===== config.mk =====
export PLATFORM = sky130hd
export DESIGN_NAME = rsp_reset_source
export DESIGN_NICKNAME = d
export VERILOG_FILES = /design/src/verilog/rsp_pkg.sv /design/src/verilog/rsp_reset_source.sv
export VERILOG_INCLUDE_DIRS = /design/src /design/src/verilog
export SDC_FILE = /design/constraint.sdc
export NUM_CORES = 1
export LEC_CHECK = 0
export BUFFER_PORTS_ARGS = -buffer_cell sky130_fd_sc_hd__buf_2
export CELL_PAD_IN_SITES_DETAIL_PLACEMENT = 0
export CELL_PAD_IN_SITES_GLOBAL_PLACEMENT = 1
export CORE_MARGIN = 5
export CORE_UTILIZATION = 23
export CTS_CLUSTER_SIZE = 20
export DETAILED_ROUTE_END_ITERATION = 8
export GPL_TIMING_DRIVEN = 0
export PLACE_DENSITY_LB_ADDON = 0.12
export SETUP_SLACK_MARGIN = 0.4
export SKIP_LAST_GASP = 1
export SYNTH_ARGS = -nofsm -noshare
export SYNTH_HDL_FRONTEND = slang
export SYNTH_SLANG_ARGS = --single-unit

===== constraint.sdc =====
create_clock -name clock_i -period 1.7 [get_ports clock_i]
set_input_delay 0.34 -clock clock_i [delete_from_list [all_inputs] [get_ports clock_i]]
set_output_delay 0.34 -clock clock_i [all_outputs]
set_load 0.05 [all_outputs]

===== src/verilog/rsp_regs.svh =====
// Field positions, reset values and release levels for the reset-source block
`ifndef RSP_REGS_SVH
`define RSP_REGS_SVH

`define RSP_WATCHDOG_BIT 0
`define RSP_UV_BIT 1
`define RSP_FLAGS_RST 8'h00
`define RSP_ZERO_RST 8'h00
`define RSP_ONES_RST 8'hFF
`define RSP_SB_MODE_RST 8'h01
`define RSP_SB_CTRL_RST 8'h16
`define RSP_BP_COUNT_RST 8'h07
`define RSP_BP_CTRL1_RST 8'h10
`define RSP_BP_CTRL3_RST 8'h1F
`define RSP_REL_LOW 1'b0
`define RSP_REL_HIGH 1'b1

`endif


===== src/verilog/rsp_pkg.sv =====
// Types shared by the reset-source block
package rsp_pkg;
	typedef enum logic [1:0] {
		RSP_PWR_HOLD = 2'b00,
		RSP_PWR_RUN = 2'b01
	} rsp_pwr_e;
	typedef logic [7:0] rsp_byte_t;
endpackage : rsp_pkg


===== src/verilog/rsp_reset_source.sv =====
// Reset-source flags, power-on-clear reset generation and peripheral reset values
`timescale 1ns/10ps
`default_nettype none
`include "rsp_regs.svh"

// Functional notes
// Pin or power-on-clear reset zeroes cause flags
// Reading cause flags returns them, then clears
// Watchdog reset sets watchdog flag, holds other
// Undervolt reset sets undervolt flag, holds other
// Detector registers survive only undervolt reset
// Software reads cause flags as whole bytes
// All registers hold defined values in reset
// Power-up reset; release level chosen by option
// Supply below low level always forces reset
// Serial B registers take documented reset values
// Biphase registers take documented reset values
// Request flags clear; masks, priorities set
// Display, key and edge registers cleared
// High mode waits for high release level
// Reset held while any source active
module rsp_reset_source
	import rsp_pkg::*;
#(
	parameter int IRQ_BYTES = 4
) (
	input wire logic clock_i,
	input wire logic resetn_i,
	input wire logic reset_pin_n_i,
	input wire logic watchdog_reset_i,
	input wire logic undervolt_reset_i,
	input wire logic supply_above_low_i,
	input wire logic supply_above_high_i,
	input wire logic power_on_release_select_i,
	input wire logic flags_read_i,
	input wire logic detect_write_i,
	input wire logic [7:0] detect_wdata_i,
	output logic internal_reset_o,
	output logic [7:0] reset_cause_flags_o,
	output logic [7:0] undervolt_detect_control_o,
	output logic [7:0] undervolt_level_select_o,
	output logic [7:0] serial_b_mode_o,
	output logic [7:0] serial_b_control_o,
	output logic [7:0] serial_b_baud_divider_o,
	output logic [7:0] serial_b_rx_buffer_o,
	output logic [7:0] serial_b_tx_buffer_o,
	output logic [7:0] biphase_transmit_buffer_o,
	output logic [7:0] biphase_bit_count_o,
	output logic [7:0] biphase_control_first_o,
	output logic [7:0] biphase_control_third_o,
	output logic [7:0] biphase_state_o,
	output logic [7:0] display_mode_a_o,
	output logic [7:0] display_mode_b_o,
	output logic [7:0] display_clock_control_o,
	output logic [7:0] key_return_mode_o,
	output logic [7:0] rising_edge_enable_o,
	output logic [7:0] falling_edge_enable_o,
	output logic [8*IRQ_BYTES-1:0] irq_request_o,
	output logic [8*IRQ_BYTES-1:0] irq_mask_o,
	output logic [8*IRQ_BYTES-1:0] irq_priority_o
);

	rsp_pwr_e pwr_state;
	rsp_pwr_e next_pwr_state;
	logic pwr_reset;
	logic cold_reset;
	logic any_reset;
	logic next_internal_reset;
	rsp_byte_t flags;
	rsp_byte_t next_flags;
	rsp_byte_t det_ctrl;
	rsp_byte_t next_det_ctrl;
	rsp_byte_t det_level;
	rsp_byte_t next_det_level;
	rsp_byte_t next_serial_b_mode;
	rsp_byte_t next_serial_b_control;
	rsp_byte_t next_serial_b_baud_divider;
	rsp_byte_t next_serial_b_rx_buffer;
	rsp_byte_t next_serial_b_tx_buffer;
	rsp_byte_t next_biphase_transmit_buffer;
	rsp_byte_t next_biphase_bit_count;
	rsp_byte_t next_biphase_control_first;
	rsp_byte_t next_biphase_control_third;
	rsp_byte_t next_biphase_state;
	rsp_byte_t next_display_mode_a;
	rsp_byte_t next_display_mode_b;
	rsp_byte_t next_display_clock_control;
	rsp_byte_t next_key_return_mode;
	rsp_byte_t next_rising_edge_enable;
	rsp_byte_t next_falling_edge_enable;

	// Power-on-clear: hold until release level, re-enter below low level
	always_comb begin
		next_pwr_state = pwr_state;
		unique case (pwr_state)
			RSP_PWR_HOLD: begin
				if (power_on_release_select_i == `RSP_REL_HIGH) begin
					if (supply_above_high_i && supply_above_low_i) next_pwr_state = RSP_PWR_RUN;
				end else if (supply_above_low_i) begin
					next_pwr_state = RSP_PWR_RUN;
				end
			end
			RSP_PWR_RUN: begin
				if (!supply_above_low_i) next_pwr_state = RSP_PWR_HOLD;
			end
			default: next_pwr_state = RSP_PWR_HOLD;
		endcase
	end

	always_ff @(posedge clock_i or negedge resetn_i) begin
		if (!resetn_i) begin
			pwr_state <= RSP_PWR_HOLD;
		end else begin
			pwr_state <= next_pwr_state;
		end
	end

	assign pwr_reset = (pwr_state == RSP_PWR_HOLD) || !supply_above_low_i;
	assign cold_reset = !reset_pin_n_i || pwr_reset;
	assign any_reset = cold_reset || watchdog_reset_i || undervolt_reset_i;
	assign next_internal_reset = any_reset;

	// Cause flags and detector settings
	always_comb begin
		next_flags = flags;
		next_det_ctrl = det_ctrl;
		next_det_level = det_level;
		if (flags_read_i) next_flags = `RSP_FLAGS_RST;
		if (detect_write_i && !any_reset) next_det_ctrl = detect_wdata_i;
		if (watchdog_reset_i) next_flags[`RSP_WATCHDOG_BIT] = 1'b1;
		if (undervolt_reset_i) next_flags[`RSP_UV_BIT] = 1'b1;
		if (cold_reset) next_flags = `RSP_FLAGS_RST;
		if (cold_reset || watchdog_reset_i) begin
			next_det_ctrl = `RSP_ZERO_RST;
			next_det_level = `RSP_ZERO_RST;
		end
	end

	always_ff @(posedge clock_i or negedge resetn_i) begin
		if (!resetn_i) begin
			flags <= `RSP_FLAGS_RST;
			det_ctrl <= `RSP_ZERO_RST;
			det_level <= `RSP_ZERO_RST;
			internal_reset_o <= 1'b1;
		end else begin
			flags <= next_flags;
			det_ctrl <= next_det_ctrl;
			det_level <= next_det_level;
			internal_reset_o <= next_internal_reset;
		end
	end

	assign reset_cause_flags_o = flags;
	assign undervolt_detect_control_o = det_ctrl;
	assign undervolt_level_select_o = det_level;

	// Peripheral registers forced to their reset values while reset is active
	always_comb begin
		next_serial_b_mode = serial_b_mode_o;
		next_serial_b_control = serial_b_control_o;
		next_serial_b_baud_divider = serial_b_baud_divider_o;
		next_serial_b_rx_buffer = serial_b_rx_buffer_o;
		next_serial_b_tx_buffer = serial_b_tx_buffer_o;
		next_biphase_transmit_buffer = biphase_transmit_buffer_o;
		next_biphase_bit_count = biphase_bit_count_o;
		next_biphase_control_first = biphase_control_first_o;
		next_biphase_control_third = biphase_control_third_o;
		next_biphase_state = biphase_state_o;
		next_display_mode_a = display_mode_a_o;
		next_display_mode_b = display_mode_b_o;
		next_display_clock_control = display_clock_control_o;
		next_key_return_mode = key_return_mode_o;
		next_rising_edge_enable = rising_edge_enable_o;
		next_falling_edge_enable = falling_edge_enable_o;
		if (any_reset) begin
			next_serial_b_mode = `RSP_SB_MODE_RST;
			next_serial_b_control = `RSP_SB_CTRL_RST;
			next_serial_b_baud_divider = `RSP_ONES_RST;
			next_serial_b_rx_buffer = `RSP_ONES_RST;
			next_serial_b_tx_buffer = `RSP_ONES_RST;
			next_biphase_transmit_buffer = `RSP_ONES_RST;
			next_biphase_bit_count = `RSP_BP_COUNT_RST;
			next_biphase_control_first = `RSP_BP_CTRL1_RST;
			next_biphase_control_third = `RSP_BP_CTRL3_RST;
			next_biphase_state = `RSP_ZERO_RST;
			next_display_mode_a = `RSP_ZERO_RST;
			next_display_mode_b = `RSP_ZERO_RST;
			next_display_clock_control = `RSP_ZERO_RST;
			next_key_return_mode = `RSP_ZERO_RST;
			next_rising_edge_enable = `RSP_ZERO_RST;
			next_falling_edge_enable = `RSP_ZERO_RST;
		end
	end

	always_ff @(posedge clock_i or negedge resetn_i) begin
		if (!resetn_i) begin
			serial_b_mode_o <= `RSP_SB_MODE_RST;
			serial_b_control_o <= `RSP_SB_CTRL_RST;
			serial_b_baud_divider_o <= `RSP_ONES_RST;
			serial_b_rx_buffer_o <= `RSP_ONES_RST;
			serial_b_tx_buffer_o <= `RSP_ONES_RST;
			biphase_transmit_buffer_o <= `RSP_ONES_RST;
			biphase_bit_count_o <= `RSP_BP_COUNT_RST;
			biphase_control_first_o <= `RSP_BP_CTRL1_RST;
			biphase_control_third_o <= `RSP_BP_CTRL3_RST;
			biphase_state_o <= `RSP_ZERO_RST;
			display_mode_a_o <= `RSP_ZERO_RST;
			display_mode_b_o <= `RSP_ZERO_RST;
			display_clock_control_o <= `RSP_ZERO_RST;
			key_return_mode_o <= `RSP_ZERO_RST;
			rising_edge_enable_o <= `RSP_ZERO_RST;
			falling_edge_enable_o <= `RSP_ZERO_RST;
		end else begin
			serial_b_mode_o <= next_serial_b_mode;
			serial_b_control_o <= next_serial_b_control;
			serial_b_baud_divider_o <= next_serial_b_baud_divider;
			serial_b_rx_buffer_o <= next_serial_b_rx_buffer;
			serial_b_tx_buffer_o <= next_serial_b_tx_buffer;
			biphase_transmit_buffer_o <= next_biphase_transmit_buffer;
			biphase_bit_count_o <= next_biphase_bit_count;
			biphase_control_first_o <= next_biphase_control_first;
			biphase_control_third_o <= next_biphase_control_third;
			biphase_state_o <= next_biphase_state;
			display_mode_a_o <= next_display_mode_a;
			display_mode_b_o <= next_display_mode_b;
			display_clock_control_o <= next_display_clock_control;
			key_return_mode_o <= next_key_return_mode;
			rising_edge_enable_o <= next_rising_edge_enable;
			falling_edge_enable_o <= next_falling_edge_enable;
		end
	end

	// Interrupt request, mask and priority bytes
	genvar gi;
	generate
		for (gi = 0; gi < IRQ_BYTES; gi++) begin : g_irq
			rsp_byte_t next_request;
			rsp_byte_t next_mask;
			rsp_byte_t next_priority;
			always_comb begin
				next_request = irq_request_o[8*gi +: 8];
				next_mask = irq_mask_o[8*gi +: 8];
				next_priority = irq_priority_o[8*gi +: 8];
				if (any_reset) begin
					next_request = `RSP_ZERO_RST;
					next_mask = `RSP_ONES_RST;
					next_priority = `RSP_ONES_RST;
				end
			end
			always_ff @(posedge clock_i or negedge resetn_i) begin
				if (!resetn_i) begin
					irq_request_o[8*gi +: 8] <= `RSP_ZERO_RST;
					irq_mask_o[8*gi +: 8] <= `RSP_ONES_RST;
					irq_priority_o[8*gi +: 8] <= `RSP_ONES_RST;
				end else begin
					irq_request_o[8*gi +: 8] <= next_request;
					irq_mask_o[8*gi +: 8] <= next_mask;
					irq_priority_o[8*gi +: 8] <= next_priority;
				end
			end
		end
	endgenerate

endmodule : rsp_reset_source
`default_nettype wire


==> results.yml <==
cells_and_area:
  mostFrequentLayoutCells: "239 x buf_4, 238 x conb_1, 27 x buf_2"
  areaGrowthSynthToFinish_pct: 55.3
  antennaDiodeCount: 0
  final_common_cell: "buf_4"
  drive_above_1_share: 0.500
  n_fill_cell: 1057
  stdcell_count: 683
  fin_nets: 569
critical_path:
  path_buf_inv: 1
  worstSetupStartpointType: "flip-flop"
  path_class: "reg -> out"
  cp.required_ps: 1360
  arrival_ps: 910
  path_cells: "buf_6"
  crit_path_max_incr_delay_ps: 520
  worstSetupEndpointType: "output pin"
  path_max_fanout: 1
  path_delay_family: "flip-flops"
  cp_slowest_cell: "dfstp_2"
global_routing:
  grt_overflow: 0
  grt_start_max_net_pins: 13
  antenna_found_initial: 0
  grt_pass1_wl_um: 7240
  grt_pass1_vias: 1462
  track_usage: 0.0781
die:
  fp.dieH_um: 110
  die_w_um: 110
  core-area_sq_mm: 0.00973
  start_util: 0.235
  rows: 36
  dieArea_sq_mm: 0.0120
  io_pins: 267
sta:
  post-route-period-util: 0.734
  finClkSkew_ps: 1.34
  setup_viol: 0
  fin_setup_tns_ps: 0
  rsz0062_at_grt: "false"
  hold_viol: 0
  fin_crit_ps: 1250
  slew_violations: 0
  timing.fmax_mhz: 801
logic_synthesis:
  ys_ff_latch: 12
  yosysUniqueCellTypes: 14
  synthesis.area_sq_mm: 0.00229
  seq_area_frac_synth: 0.132
  yosysWarnings: 0
  syn_inst: 281
  syn_area_per_cell_sq_um: 8.14
job:
  cap_violations: 0
clocking:
  root_buffer: "clkbuf_8"
  clkTransAtPathRegs_ps: 50
  cts_buffers: 3
  h-tree-depth: 1
  clock-sinks: 12
  clk_path_buf_depth: 2
  postCtsSetupBuffers: 0
  cts_tree: "built"
  clock_latency_ps: 240
pwr:
  max-vdd-ir-drop_mv: 0.257
  leakage_nw: 2.35
  powerDensity_mw_per_mm2: 642
routing:
  finalWirelength_um: 5470
  routedWlPerCell_um: 8.01
  drtPass1Iterations: 4
  num_vias: 1657
  ant_nets: 0
  drc: 0
  routed_via_density: 2.43
  drt_iter0_drc: 29
place:
  place_congestion: 0.648
  port_buffers: 28
  place_inst: 678
  hpwl_um: 5330
min_path:
  hp-class: "in -> reg"
outcome:
  status: "finished clean"
## timing repair
action                                  in CTS  in global routing
hold buffers                                 1                  0
pin swaps                                    0                  0
endpoints found under the setup margin       1                  1
resized for setup                            1                  1
endpoints found under the hold margin       11                  0
## kinds of logic after synthesis
group	Yosys count	share of synthesized area
flip-flops	12	0.132
buffers and inverters	241	0.791
other	2	0.00328
AND/OR/NAND/NOR	15	0.0312
multiplexers	8	0.0350
AO/OA/AOI/OAI	3	0.00766
## flip-flops by register name (all words and copies together), names as in the netlist
| register | count |
|---|---|
| undervolt_detect_control_o | 8 |
| pwr_state | 1 |
| internal_reset_o | 1 |
| reset_cause_flags_o | 2 |
## Yosys cell counts (all sizes together)
cell type | count | area (sq um)
nand3 | 1 | 10.0
or2 | 1 | 6.26
a21boi | 1 | 7.51
dfstp | 1 | 26.3
buf | 240 | 1810
inv | 1 | 3.75
a21oi | 2 | 10.0
nor2 | 11 | 41.3
or3 | 1 | 7.51
conb | 2 | 7.51
mux2i | 8 | 80.1
nand2b | 1 | 6.26
dfrtp | 11 | 275
## layout make-up
cell class	count	area, sq um	share of cell area
plain buffers	240	1810	0.508
clock buffers	4	55.1	0.0155
inverters	1	3.75	0.00106
multi-input cells	264	1060	0.299
flip-flops and latches	12	302	0.0849
well taps	133	166	0.0469
repair buffers	29	156	0.0440
## layer usage
metal	share of wire	track usage	vias up	wire, um
li1	-	-	912	-
met1	0.28	0.0673	597	1520
met2	0.54	0.152	144	2960
met3	0.17	0.0423	4	918
met4	0.013	0.0249	0	70
met5	0	0	-	0
## stage by stage
| step | cell area, sq um | hold slack [ps] | setup slack (ps) | power (W) | utilization |
|---|---|---|---|---|---|
| final | 3550 | 302 | 451 | 0.00228 | 0.365 |
| after global routing | 3550 | 302 | 419 | 0.00238 | 0.365 |
| after CTS | 3550 | 289 | 410 | 0.00225 | 0.365 |
| after detailed placement | 3480 | 241 | 578 | 0.00193 | 0.358 |
| after global placement | 3480 | 245 | 587 | 0.00193 | 0.358 |
| after floorplan | 3170 | 44.4 | 704 | 0.00190 | - |
## where the power goes
group	total [W]	switching (W)	internal, W
registers	0.000293	0.00000258	0.000290
clock network	0.000306	0.000102	0.000204
logic	0.00168	0.00127	0.000406
total	0.00228	0.00138	0.000901
## worst paths after layout
kind | start | endpoint | slack, ps | depth (start not counted)
worst max-delay path | internal_reset_o | internal_reset_o | 450 | 1
worst min-delay path | power_on_release_select_i | pwr_state[0] | 300 | 2
worst max register to register | pwr_state[0] | undervolt_detect_control_o[5] | 660 | 4
worst min register to register | reset_cause_flags_o[1] | reset_cause_flags_o[1] | 520 | 2
max in group asynchronous | resetn_i | internal_reset_o | 900 | 2
min in group asynchronous | resetn_i | undervolt_detect_control_o[5] | 520 | 2
Power figures use the tool's default switching activity.
